$ cat src/rocof_pkg.sv
/*
 Shared constants of the rate-of-change-of-frequency protection element:
 clock rate, timing, setting ranges, register offsets and field positions.
 Assumes a single 20 MHz clock and byte addresses on the register port.
*/
package rocof_pkg;
	localparam int CLK_FREQ_HZ = 20_000_000;
	localparam int MS_PER_S = 1000;
	localparam int TICK_CYCLES_DEF = CLK_FREQ_HZ / MS_PER_S;
	localparam logic [13:0] COMP_DELAY_MS = 14'h0064;
	localparam logic [13:0] DLY_MIN_MS = 14'h00c8;
	localparam logic [13:0] DLY_MAX_MS = 14'h2710;
	localparam logic [13:0] DLY_RST = 14'h00c8;
	localparam logic [13:0] MS_SAT = 14'h3fff;
	// Threshold in 0.01 Hz/s, two's complement
	localparam logic [9:0] THR_MIN = 10'h20c;
	localparam logic [9:0] THR_MAX = 10'h1f4;
	localparam logic [9:0] THR_RST = 10'h032;
	localparam logic [9:0] THR_KNEE = 10'h032;
	// Freq in mHz over 5 periods: 0.01 Hz/s = df*f / 50000
	localparam logic [15:0] SLOPE_SCALE = 16'hc350;
	localparam logic [9:0] RATIO_HI = 10'h398;
	localparam logic [9:0] RATIO_LO = 10'h3e7;
	localparam logic [9:0] RATIO_DEN = 10'h3e8;
	localparam logic [3:0] VOLT_DIV = 4'ha;
	localparam logic [15:0] RATED_RST = 16'h03e8;
	localparam logic [2:0] QUAL_CNT = 3'h4;
	localparam int HIST_DEPTH = 5;
	localparam logic [7:0] OFS_CTRL = 8'h00;
	localparam logic [7:0] OFS_THR = 8'h04;
	localparam logic [7:0] OFS_DLY = 8'h08;
	localparam logic [7:0] OFS_RATED = 8'h0c;
	localparam logic [7:0] OFS_STATUS = 8'h10;
	localparam logic [7:0] OFS_ISTAT = 8'h14;
	localparam logic [7:0] OFS_IMASK = 8'h18;
	localparam logic [7:0] OFS_FREQ = 8'h1c;
	localparam int CTRL_EN_BIT = 0;
	localparam int CTRL_SONLY_BIT = 1;
	localparam int STS_START_BIT = 0;
	localparam int STS_TRIP_BIT = 1;
	localparam int STS_FOK_BIT = 2;
	localparam int EV_START_ON = 0;
	localparam int EV_START_OFF = 1;
	localparam int EV_TRIP_ON = 2;
	localparam int EV_TRIP_OFF = 3;
endpackage

$ cat src/rocof_prot.sv
/*
 Rate-of-change-of-frequency protection element with register port,
 start/trip outputs, change events and a level interrupt.
 Assumes synchronous inputs, a frequency measurement strobe per period
 and a voltage magnitude in the same unit as the rated-voltage register.
*/
// Decided for this implementation: the register offsets and the strobed register port.
`timescale 1ns/1ns
module rocof_prot import rocof_pkg::*; #(
	parameter int TICK_CYCLES = TICK_CYCLES_DEF,
	parameter int FREQ_W = 16
) (
	input wire logic clock,
	input wire logic rst,
	input wire logic meas_strobe,
	input wire logic meas_valid,
	input wire logic [FREQ_W-1:0] meas_freq,
	input wire logic [15:0] volt_mag,
	input wire logic rocof_block_in,
	input wire logic [7:0] reg_addr,
	input wire logic [31:0] reg_wdata,
	input wire logic reg_wr,
	input wire logic reg_rd,
	output logic [31:0] reg_rdata,
	output logic irq,
	output logic rocof_general_start_out,
	output logic rocof_general_trip_out,
	output logic start_event,
	output logic trip_event
);
	localparam int PRW = $clog2(TICK_CYCLES);
	localparam int PW = 2 * FREQ_W + 2;
	localparam logic [PRW-1:0] PRE_LAST = PRW'(TICK_CYCLES - 1);

	if (TICK_CYCLES < 2) begin : g_bad_tick
		$error("rocof_prot: TICK_CYCLES must be at least 2");
	end
	if (FREQ_W < 8 || FREQ_W > 20) begin : g_bad_w
		$error("rocof_prot: FREQ_W out of range");
	end

	typedef struct packed {
		logic en;
		logic sonly;
		logic [9:0] thr;
		logic [13:0] dly;
		logic [15:0] rated;
		logic [3:0] stat;
		logic [3:0] mask;
		logic [PRW-1:0] pre;
		logic tick;
		logic fault;
		logic [13:0] ms;
		logic start;
		logic trip;
		logic ev_st;
		logic ev_tr;
		logic irq;
		logic [31:0] rdata;
	} prot_s;

	prot_s s_q;
	prot_s s_d;

	logic [FREQ_W-1:0] freq;
	logic freq_ok;
	logic freq_upd;
	logic signed [PW-1:0] slope_prod;
	logic slope_valid;

	freq_qualify #(.FREQ_W(FREQ_W)) u_qual (
		.clock(clock),
		.rst(rst),
		.meas_strobe(meas_strobe),
		.meas_valid(meas_valid),
		.meas_freq(meas_freq),
		.freq_q(freq),
		.freq_ok(freq_ok),
		.freq_upd(freq_upd)
	);

	slope_calc #(.FREQ_W(FREQ_W), .DEPTH(HIST_DEPTH)) u_slope (
		.clock(clock),
		.rst(rst),
		.clear(!freq_ok),
		.freq_upd(freq_upd),
		.freq(freq),
		.prod_q(slope_prod),
		.prod_valid(slope_valid)
	);

	// Slope comparison, all in scaled integers
	logic thr_neg;
	logic [9:0] thr_abs;
	logic [9:0] ratio;
	logic signed [47:0] pick_s;
	logic signed [47:0] pd_s;
	logic volt_ok;
	logic evaluate;
	logic pickup;
	logic drop;

	always_comb begin
		thr_neg = s_q.thr[9];
		thr_abs = thr_neg ? 10'(-s_q.thr) : s_q.thr;
		// Exactly 0.50 Hz/s takes the finer ratio
		ratio = (thr_abs > THR_KNEE) ? RATIO_HI : RATIO_LO;
		pick_s = $signed(48'(thr_abs) * 48'(SLOPE_SCALE));
		pd_s = 48'(slope_prod);
		// Negative threshold watches falling frequency
		if (thr_neg) begin
			pd_s = -pd_s;
		end
		volt_ok = (20'(volt_mag) * 20'(VOLT_DIV)) > 20'(s_q.rated);
		evaluate = s_q.en && freq_ok && slope_valid && volt_ok;
		pickup = pd_s > pick_s;
		drop = (pd_s * $signed(48'(RATIO_DEN))) <
			(pick_s * $signed(48'(ratio)));
	end

	logic [3:0] ev_set;
	logic [3:0] ev_clr;
	logic thr_in_range;
	logic dly_in_range;

	always_comb begin
		s_d = s_q;
		ev_set = 4'h0;
		ev_clr = 4'h0;
		thr_in_range = $signed(reg_wdata[9:0]) >= $signed(THR_MIN) &&
			$signed(reg_wdata[9:0]) <= $signed(THR_MAX) &&
			reg_wdata[31:10] == {22{reg_wdata[9]}};
		dly_in_range = reg_wdata[13:0] >= DLY_MIN_MS &&
			reg_wdata[13:0] <= DLY_MAX_MS && reg_wdata[31:14] == 18'h0;

		// Millisecond prescaler
		s_d.tick = 1'b0;
		if (s_q.pre == PRE_LAST) begin
			s_d.pre = '0;
			s_d.tick = 1'b1;
		end else begin
			s_d.pre = s_q.pre + PRW'(1);
		end

		// Fault latch with hysteresis
		if (!evaluate) begin
			s_d.fault = 1'b0;
		end else if (s_q.fault) begin
			s_d.fault = !drop;
		end else begin
			s_d.fault = pickup;
		end

		// Timer runs from onset, cleared when fault goes
		if (!s_d.fault) begin
			s_d.ms = 14'h0;
		end else if (s_q.fault && s_q.tick && s_q.ms != MS_SAT) begin
			s_d.ms = s_q.ms + 14'h1;
		end

		s_d.start = s_q.en && !rocof_block_in && s_q.fault &&
			s_q.ms >= COMP_DELAY_MS;
		s_d.trip = s_q.en && !rocof_block_in && !s_q.sonly &&
			s_q.fault && s_q.ms >= s_q.dly;

		// No events while disabled, so switching off stays silent
		s_d.ev_st = s_q.en && (s_d.start != s_q.start);
		s_d.ev_tr = s_q.en && (s_d.trip != s_q.trip);
		ev_set[EV_START_ON] = s_d.ev_st && s_d.start;
		ev_set[EV_START_OFF] = s_d.ev_st && !s_d.start;
		ev_set[EV_TRIP_ON] = s_d.ev_tr && s_d.trip;
		ev_set[EV_TRIP_OFF] = s_d.ev_tr && !s_d.trip;

		// Register writes; out-of-range settings are ignored
		if (reg_wr) begin
			case (reg_addr)
				OFS_CTRL: begin
					s_d.en = reg_wdata[CTRL_EN_BIT];
					s_d.sonly = reg_wdata[CTRL_SONLY_BIT];
				end
				OFS_THR: begin
					if (thr_in_range) begin
						s_d.thr = reg_wdata[9:0];
					end
				end
				OFS_DLY: begin
					if (dly_in_range) begin
						s_d.dly = reg_wdata[13:0];
					end
				end
				OFS_RATED: s_d.rated = reg_wdata[15:0];
				OFS_ISTAT: ev_clr = reg_wdata[3:0];
				OFS_IMASK: s_d.mask = reg_wdata[3:0];
				default: ;
			endcase
		end
		// A new event beats a same-cycle clear
		s_d.stat = (s_q.stat & ~ev_clr) | ev_set;
		s_d.irq = |(s_d.stat & s_d.mask);

		s_d.rdata = 32'h0;
		if (reg_rd) begin
			case (reg_addr)
				OFS_CTRL: begin
					s_d.rdata[CTRL_EN_BIT] = s_q.en;
					s_d.rdata[CTRL_SONLY_BIT] = s_q.sonly;
				end
				OFS_THR: s_d.rdata = {{22{s_q.thr[9]}}, s_q.thr};
				OFS_DLY: s_d.rdata = {18'h0, s_q.dly};
				OFS_RATED: s_d.rdata = {16'h0, s_q.rated};
				OFS_STATUS: begin
					s_d.rdata[STS_START_BIT] = s_q.start;
					s_d.rdata[STS_TRIP_BIT] = s_q.trip;
					s_d.rdata[STS_FOK_BIT] = freq_ok;
				end
				OFS_ISTAT: s_d.rdata = {28'h0, s_q.stat};
				OFS_IMASK: s_d.rdata = {28'h0, s_q.mask};
				OFS_FREQ: s_d.rdata = 32'(freq);
				default: s_d.rdata = 32'h0;
			endcase
		end
	end

	always_ff @(posedge clock or posedge rst) begin
		if (rst) begin
			s_q <= '{thr: THR_RST, dly: DLY_RST, rated: RATED_RST,
				default: '0};
		end else begin
			s_q <= s_d;
		end
	end

	assign reg_rdata = s_q.rdata;
	assign irq = s_q.irq;
	assign rocof_general_start_out = s_q.start;
	assign rocof_general_trip_out = s_q.trip;
	assign start_event = s_q.ev_st;
	assign trip_event = s_q.ev_tr;
endmodule

$ cat src/freq_qualify.sv
/*
 Frequency acceptance filter: a value is taken after four valid
 measurements in a row and dropped to zero after four invalid ones.
 Assumes one measurement strobe per period from the zero-crossing logic.
*/
`timescale 1ns/1ns
module freq_qualify import rocof_pkg::*; #(
	parameter int FREQ_W = 16
) (
	input wire logic clock,
	input wire logic rst,
	input wire logic meas_strobe,
	input wire logic meas_valid,
	input wire logic [FREQ_W-1:0] meas_freq,
	output logic [FREQ_W-1:0] freq_q,
	output logic freq_ok,
	output logic freq_upd
);
	if (FREQ_W < 8 || FREQ_W > 24) begin : g_bad_w
		$error("freq_qualify: FREQ_W out of range");
	end

	typedef struct packed {
		logic [2:0] vcnt;
		logic [2:0] icnt;
		logic [FREQ_W-1:0] freq;
		logic ok;
		logic upd;
	} qual_s;

	qual_s s_q;
	qual_s s_d;

	always_comb begin
		s_d = s_q;
		s_d.upd = 1'b0;
		if (meas_strobe) begin
			if (meas_valid) begin
				s_d.icnt = 3'h0;
				if (s_q.vcnt < QUAL_CNT - 3'h1) begin
					s_d.vcnt = s_q.vcnt + 3'h1;
				end else begin
					s_d.vcnt = QUAL_CNT;
					s_d.freq = meas_freq;
					s_d.ok = 1'b1;
					s_d.upd = 1'b1;
				end
			end else begin
				s_d.vcnt = 3'h0;
				if (s_q.icnt < QUAL_CNT - 3'h1) begin
					// Last good value held meanwhile
					s_d.icnt = s_q.icnt + 3'h1;
				end else begin
					s_d.icnt = QUAL_CNT;
					s_d.freq = '0;
					s_d.ok = 1'b0;
				end
			end
		end
	end

	always_ff @(posedge clock or posedge rst) begin
		if (rst) begin
			s_q <= '0;
		end else begin
			s_q <= s_d;
		end
	end

	assign freq_q = s_q.freq;
	assign freq_ok = s_q.ok;
	assign freq_upd = s_q.upd;
endmodule

$ cat src/slope_calc.sv
/*
 Slope of frequency: difference to the value five accepted periods back,
 multiplied by the present frequency so no divider is needed.
 Assumes freq_upd pulses once per accepted period.
*/
`timescale 1ns/1ns
module slope_calc import rocof_pkg::*; #(
	parameter int FREQ_W = 16,
	parameter int DEPTH = HIST_DEPTH
) (
	input wire logic clock,
	input wire logic rst,
	input wire logic clear,
	input wire logic freq_upd,
	input wire logic [FREQ_W-1:0] freq,
	output logic signed [2*FREQ_W+1:0] prod_q,
	output logic prod_valid
);
	localparam int PW = 2 * FREQ_W + 2;
	localparam logic [2:0] DEPTH_C = 3'(DEPTH);

	if (DEPTH < 1 || DEPTH > 7) begin : g_bad_depth
		$error("slope_calc: DEPTH out of range");
	end

	typedef struct packed {
		logic [DEPTH-1:0][FREQ_W-1:0] hist;
		logic [2:0] fill;
		logic signed [PW-1:0] prod;
		logic pvalid;
	} slope_s;

	slope_s s_q;
	slope_s s_d;

	always_comb begin
		logic signed [FREQ_W:0] diff;
		logic signed [FREQ_W:0] f_s;
		diff = '0;
		f_s = $signed({1'b0, freq});
		s_d = s_q;
		if (clear) begin
			s_d.fill = 3'h0;
			s_d.pvalid = 1'b0;
		end else if (freq_upd) begin
			for (int i = DEPTH - 1; i > 0; i--) begin
				s_d.hist[i] = s_q.hist[i-1];
			end
			s_d.hist[0] = freq;
			if (s_q.fill == DEPTH_C) begin
				// Present sample against five periods earlier
				diff = f_s - $signed({1'b0, s_q.hist[DEPTH-1]});
				// Widen before the multiply so the full product survives
				s_d.prod = PW'(diff) * PW'(f_s);
				s_d.pvalid = 1'b1;
			end else begin
				s_d.fill = s_q.fill + 3'h1;
			end
		end
	end

	always_ff @(posedge clock or posedge rst) begin
		if (rst) begin
			s_q <= '0;
		end else begin
			s_q <= s_d;
		end
	end

	assign prod_q = s_q.prod;
	assign prod_valid = s_q.pvalid;
endmodule

$ cat config.mk
export PLATFORM = sky130hd
export DESIGN_NAME = rocof_prot
export DESIGN_NICKNAME = d
export VERILOG_FILES = /design/src/rocof_pkg.sv /design/src/rocof_prot.sv /design/src/freq_qualify.sv /design/src/slope_calc.sv
export SDC_FILE = /design/constraint.sdc
export NUM_CORES = 2
export LEC_CHECK = 0
export ABC_CLOCK_PERIOD_IN_PS = 18090
export BUFFER_PORTS_ARGS = -buffer_cell sky130_fd_sc_hd__buf_2
export CAP_MARGIN = 20
export CORE_AREA = 2 2 219 328
export CTS_BUF_LIST = sky130_fd_sc_hd__clkbuf_4 sky130_fd_sc_hd__clkbuf_8
export CTS_CLUSTER_SIZE = 40
export DETAILED_ROUTE_END_ITERATION = 10
export DIE_AREA = 0 0 221 330
export HOLD_SLACK_MARGIN = 0.08
export PLACE_DENSITY = 0.86
export SLEW_MARGIN = 20
export SYNTH_ARGS = -nofsm -noshare
export SYNTH_HDL_FRONTEND = slang
export SYNTH_SLANG_ARGS = --single-unit
$ cat constraint.sdc
create_clock -name clock -period 18.09 [get_ports clock]
set_clock_uncertainty 0.15 [all_clocks]
set_input_delay 3.618 -clock clock [delete_from_list [all_inputs] [get_ports clock]]
set_output_delay 3.618 -clock clock [all_outputs]
set_load 0.01 [all_outputs]
==> results.md <==
- Avg Vias per Cell: 5.98
- Most common flop cell mapped by yosys: dfrtp_1
- Clk buf depth: 3
- DR pass1 iterations: 5
- Multiplexer share of the synthesized area: 3.64%
- GRT Util Overall: 28.5%
- Warnings from Yosys: 0
- Number of global-route vias before repair: 33848
- Pin count of the biggest net entering global routing: 89
- HP Class: reg -> reg
- RSZ-0062 raised after global routing: false
- Clock Pin Slew Worst Setup and Hold Paths: 0.06 ns
- Area of the multi-input gates: 0.0313 mm²
- Placement row count: 119
- Design Area, Final: 0.0433 mm²
- Routed WL: 103000 µm
- Asr flop ratio synth: 100%
- Leakage: 23.0 nW
- Sequential element share of the synthesized area: 15.0%
- TNS Setup: 0 ns
- Gr ovfl total: 0
- Mapped Area: 0.0410 mm²
- Largest family of logic cells by synthesized area: adder cells
- Number of flops mapped to enable cells by yosys: 0
- Syn-to-layout area delta: 5.51%
- Core area: 0.0701 mm²
- WP data arrival: 14.47 ns
- CTS H-tree depth: 2
- Tcrit/Tclk final: 78.6%
- Slew HR: 24.3%
- I/O pins: 116
- Initial core utilization: 58.5%
- Post-CTS resize count: 0
- Class of the most critical setup path: reg -> reg
- Routed len/inst: 19.4 µm
- VDD IR max: 0.000241 V
- Setup Viol. Count Final: 0
- Slowest-stage cell, CP: dfrtp_1
- Crit. End Element: flip-flop
- XOR/XNOR Fraction of Synth Area: 4.41%
- Nets: 5544
- Outcome: finished clean
- Post-Synthesis Cells: 4313
- Most frequent cells in the layout: 766 x inv_1, 583 x fa_1, 533 x ha_1
- Post-CTS setup buffer count: 0
- Reg2reg setup slack: 3.86 ns
- Clock buffer count from CTS: 38
- Max-cap violations: 0
- Final ANT Viol Nets: 0
- Port buffer count: 115
- Share of layout cells above drive strength 1: 10.2%
- Adder-Cell Fraction of Synth Area: 44.7%
- Simple-gate area share of the yosys netlist: 12.1%
- Startpoint types: flip-flop
- CP max FO: 11
- Final RePlAce weighted congestion: 0.997
- Worst path required time: 18.33 ns
- Final min period: 14.23 ns
- Slew Limit Fails: 0
- Full die area: 0.0729 mm²
- Mean area per synthesized cell: 9.51 µm²
- DR vias: 31599
- Clk sinks: 245
- Worst skew pair latency: 0.57 ns
- First-pass GRT wire length: 168000 µm
- Worst slew pin tran: 1.13 ns
- Fmax: 70.3 MHz
- PD cells: 118 mW/mm²
- Final hold vios: 0
- Crit path largest cell delay: 0.64 ns
- Cell mode on critical path: ha_1
- Hold Buf Count CTS: 0
- Starting DRT DRC Count: 1954
- Commonest non-fill, non-tap cell in the layout: inv_1
- Die W: 221 µm
- Total power: 5.09 mW
- Placed Instance Area: 0.0424 mm²
- Yosys cell types: 93
- CTS root buf: clkbuf_8
- DR DRC count: 0
- Die H: 330 µm
- Flops & latches, synth: 245
- CTS tree: built
- Register area: 0.00615 mm²
- Fillers: 5494
- Compound-Gate Fraction of Synth Area: 11.2%
- Antenna violations before repair: 3
- Final Util: 61.7%
- DPL Wire Length: 83300 µm
-- sequential cells by signal, indices dropped and copies added, names as in the netlist, 6 cells and up --
name,cells
u_slope.s_q,83
s_q,81
u_slope.prod_q,34
reg_rdata,17
u_qual.freq_q,16
u_qual.s_q,6
-- synth_stat cells (all sizes together), types with 56 or more instances --
cell type	number	area share (%)
a21o	75	1.4
a21oi	165	2.0
and2	115	1.8
clkbuf	132	1.2
dfrtp	233	14
fa	583	28
ha	533	16
inv	768	7.0
mux2	128	3.5
nand2	331	3.0
nand3	87	1.1
nor2	148	1.4
nor2b	56	0.85
o21ai	159	1.9
xnor2	134	2.9
xor2	70	1.5
-- report_power, final --
part	leakage, nW	switching [mW]	total, mW	internal (mW)
Clock	0.452	0.229	0.526	0.298
Combinational	19.2	2.42	3.96	1.53
Sequential	3.33	0.0390	0.613	0.574
Total	23.0	2.69	5.09	2.40
-- worst max-delay path: cells and delay by family, from the launching register on --
| kind | cells | cell delay, ns |
|---|---|---|
| simple gates | 8 | 2.24 |
| compound gates | 15 | 3.58 |
| buf+inv | 6 | 0.95 |
| xor+xnor | 2 | 0.90 |
| fa+ha+maj | 14 | 5.56 |
| flops | 1 | 0.64 |
-- cell type report --
cell class	instances	share of cell area (%)
Clock inverter	11	0.318
Tap cell	907	2.62
Sequential cell	245	14.2
Multi-Input combinational cell	3128	72.2
Inverter	768	6.68
Clock buffer	55	1.65
Antenna cell	1	0.00579
Timing Repair Buffer	168	2.27
-- cell families (layout without fill, tap and decap cells) --
| family | count (synthesis) | count (layout) |
|---|---|---|
| adder cells (fa/ha/maj) | 1116 | 1116 |
| flip-flops | 245 | 245 |
| multiplexers | 133 | 133 |
| other | 1 | 3 |
| XOR/XNOR | 205 | 205 |
| AND/OR/NAND/NOR | 984 | 984 |
| AO/OA/AOI/OAI | 688 | 688 |
| buffers and inverters | 941 | 1002 |
-- final timing paths --
path / end / depth (start not counted) / startpoint
max: s_q[49]$_DFFE_PP0P_ / 45 / s_q[106]$_DFFE_PP0P_
min: u_slope.s_q[67]$_DFFE_PP0P_ / 1 / u_slope.s_q[51]$_DFFE_PP0P_
max reg2reg: s_q[49]$_DFFE_PP0P_ / 45 / s_q[106]$_DFFE_PP0P_
min reg2reg: u_slope.s_q[67]$_DFFE_PP0P_ / 1 / u_slope.s_q[51]$_DFFE_PP0P_
max in group asynchronous: u_slope.s_q[51]$_DFFE_PP0P_ / 3 / rst
min in group asynchronous: u_slope.s_q[91]$_DFFE_PP0P_ / 2 / rst
-- per-stage QoR --
| stage | hold slack, ns | std cells | setup WS, ns |
|---|---|---|---|
| 6_report | 0.322 | 5283 | 3.86 |
| 5_1_grt | 0.328 | 5283 | 2.99 |
| 4_1_cts | 0.312 | 5280 | 3.58 |
| 3_5_place_dp | 0.319 | 5214 | 3.70 |
| 3_3_place_gp | 0.311 | 5214 | 4.13 |
| 2_1_floorplan | 0.295 | 4314 | 5.71 |
-- layer usage --
metal / part of all wire [%] / track usage, %
met1: 34 / 30.6
met2: 52 / 52.6
met3: 5.6 / 3.74
met4: 7.8 / 18.4
met5: 0.032 / 0
Note: power is estimated with default switching activity, not from simulation.
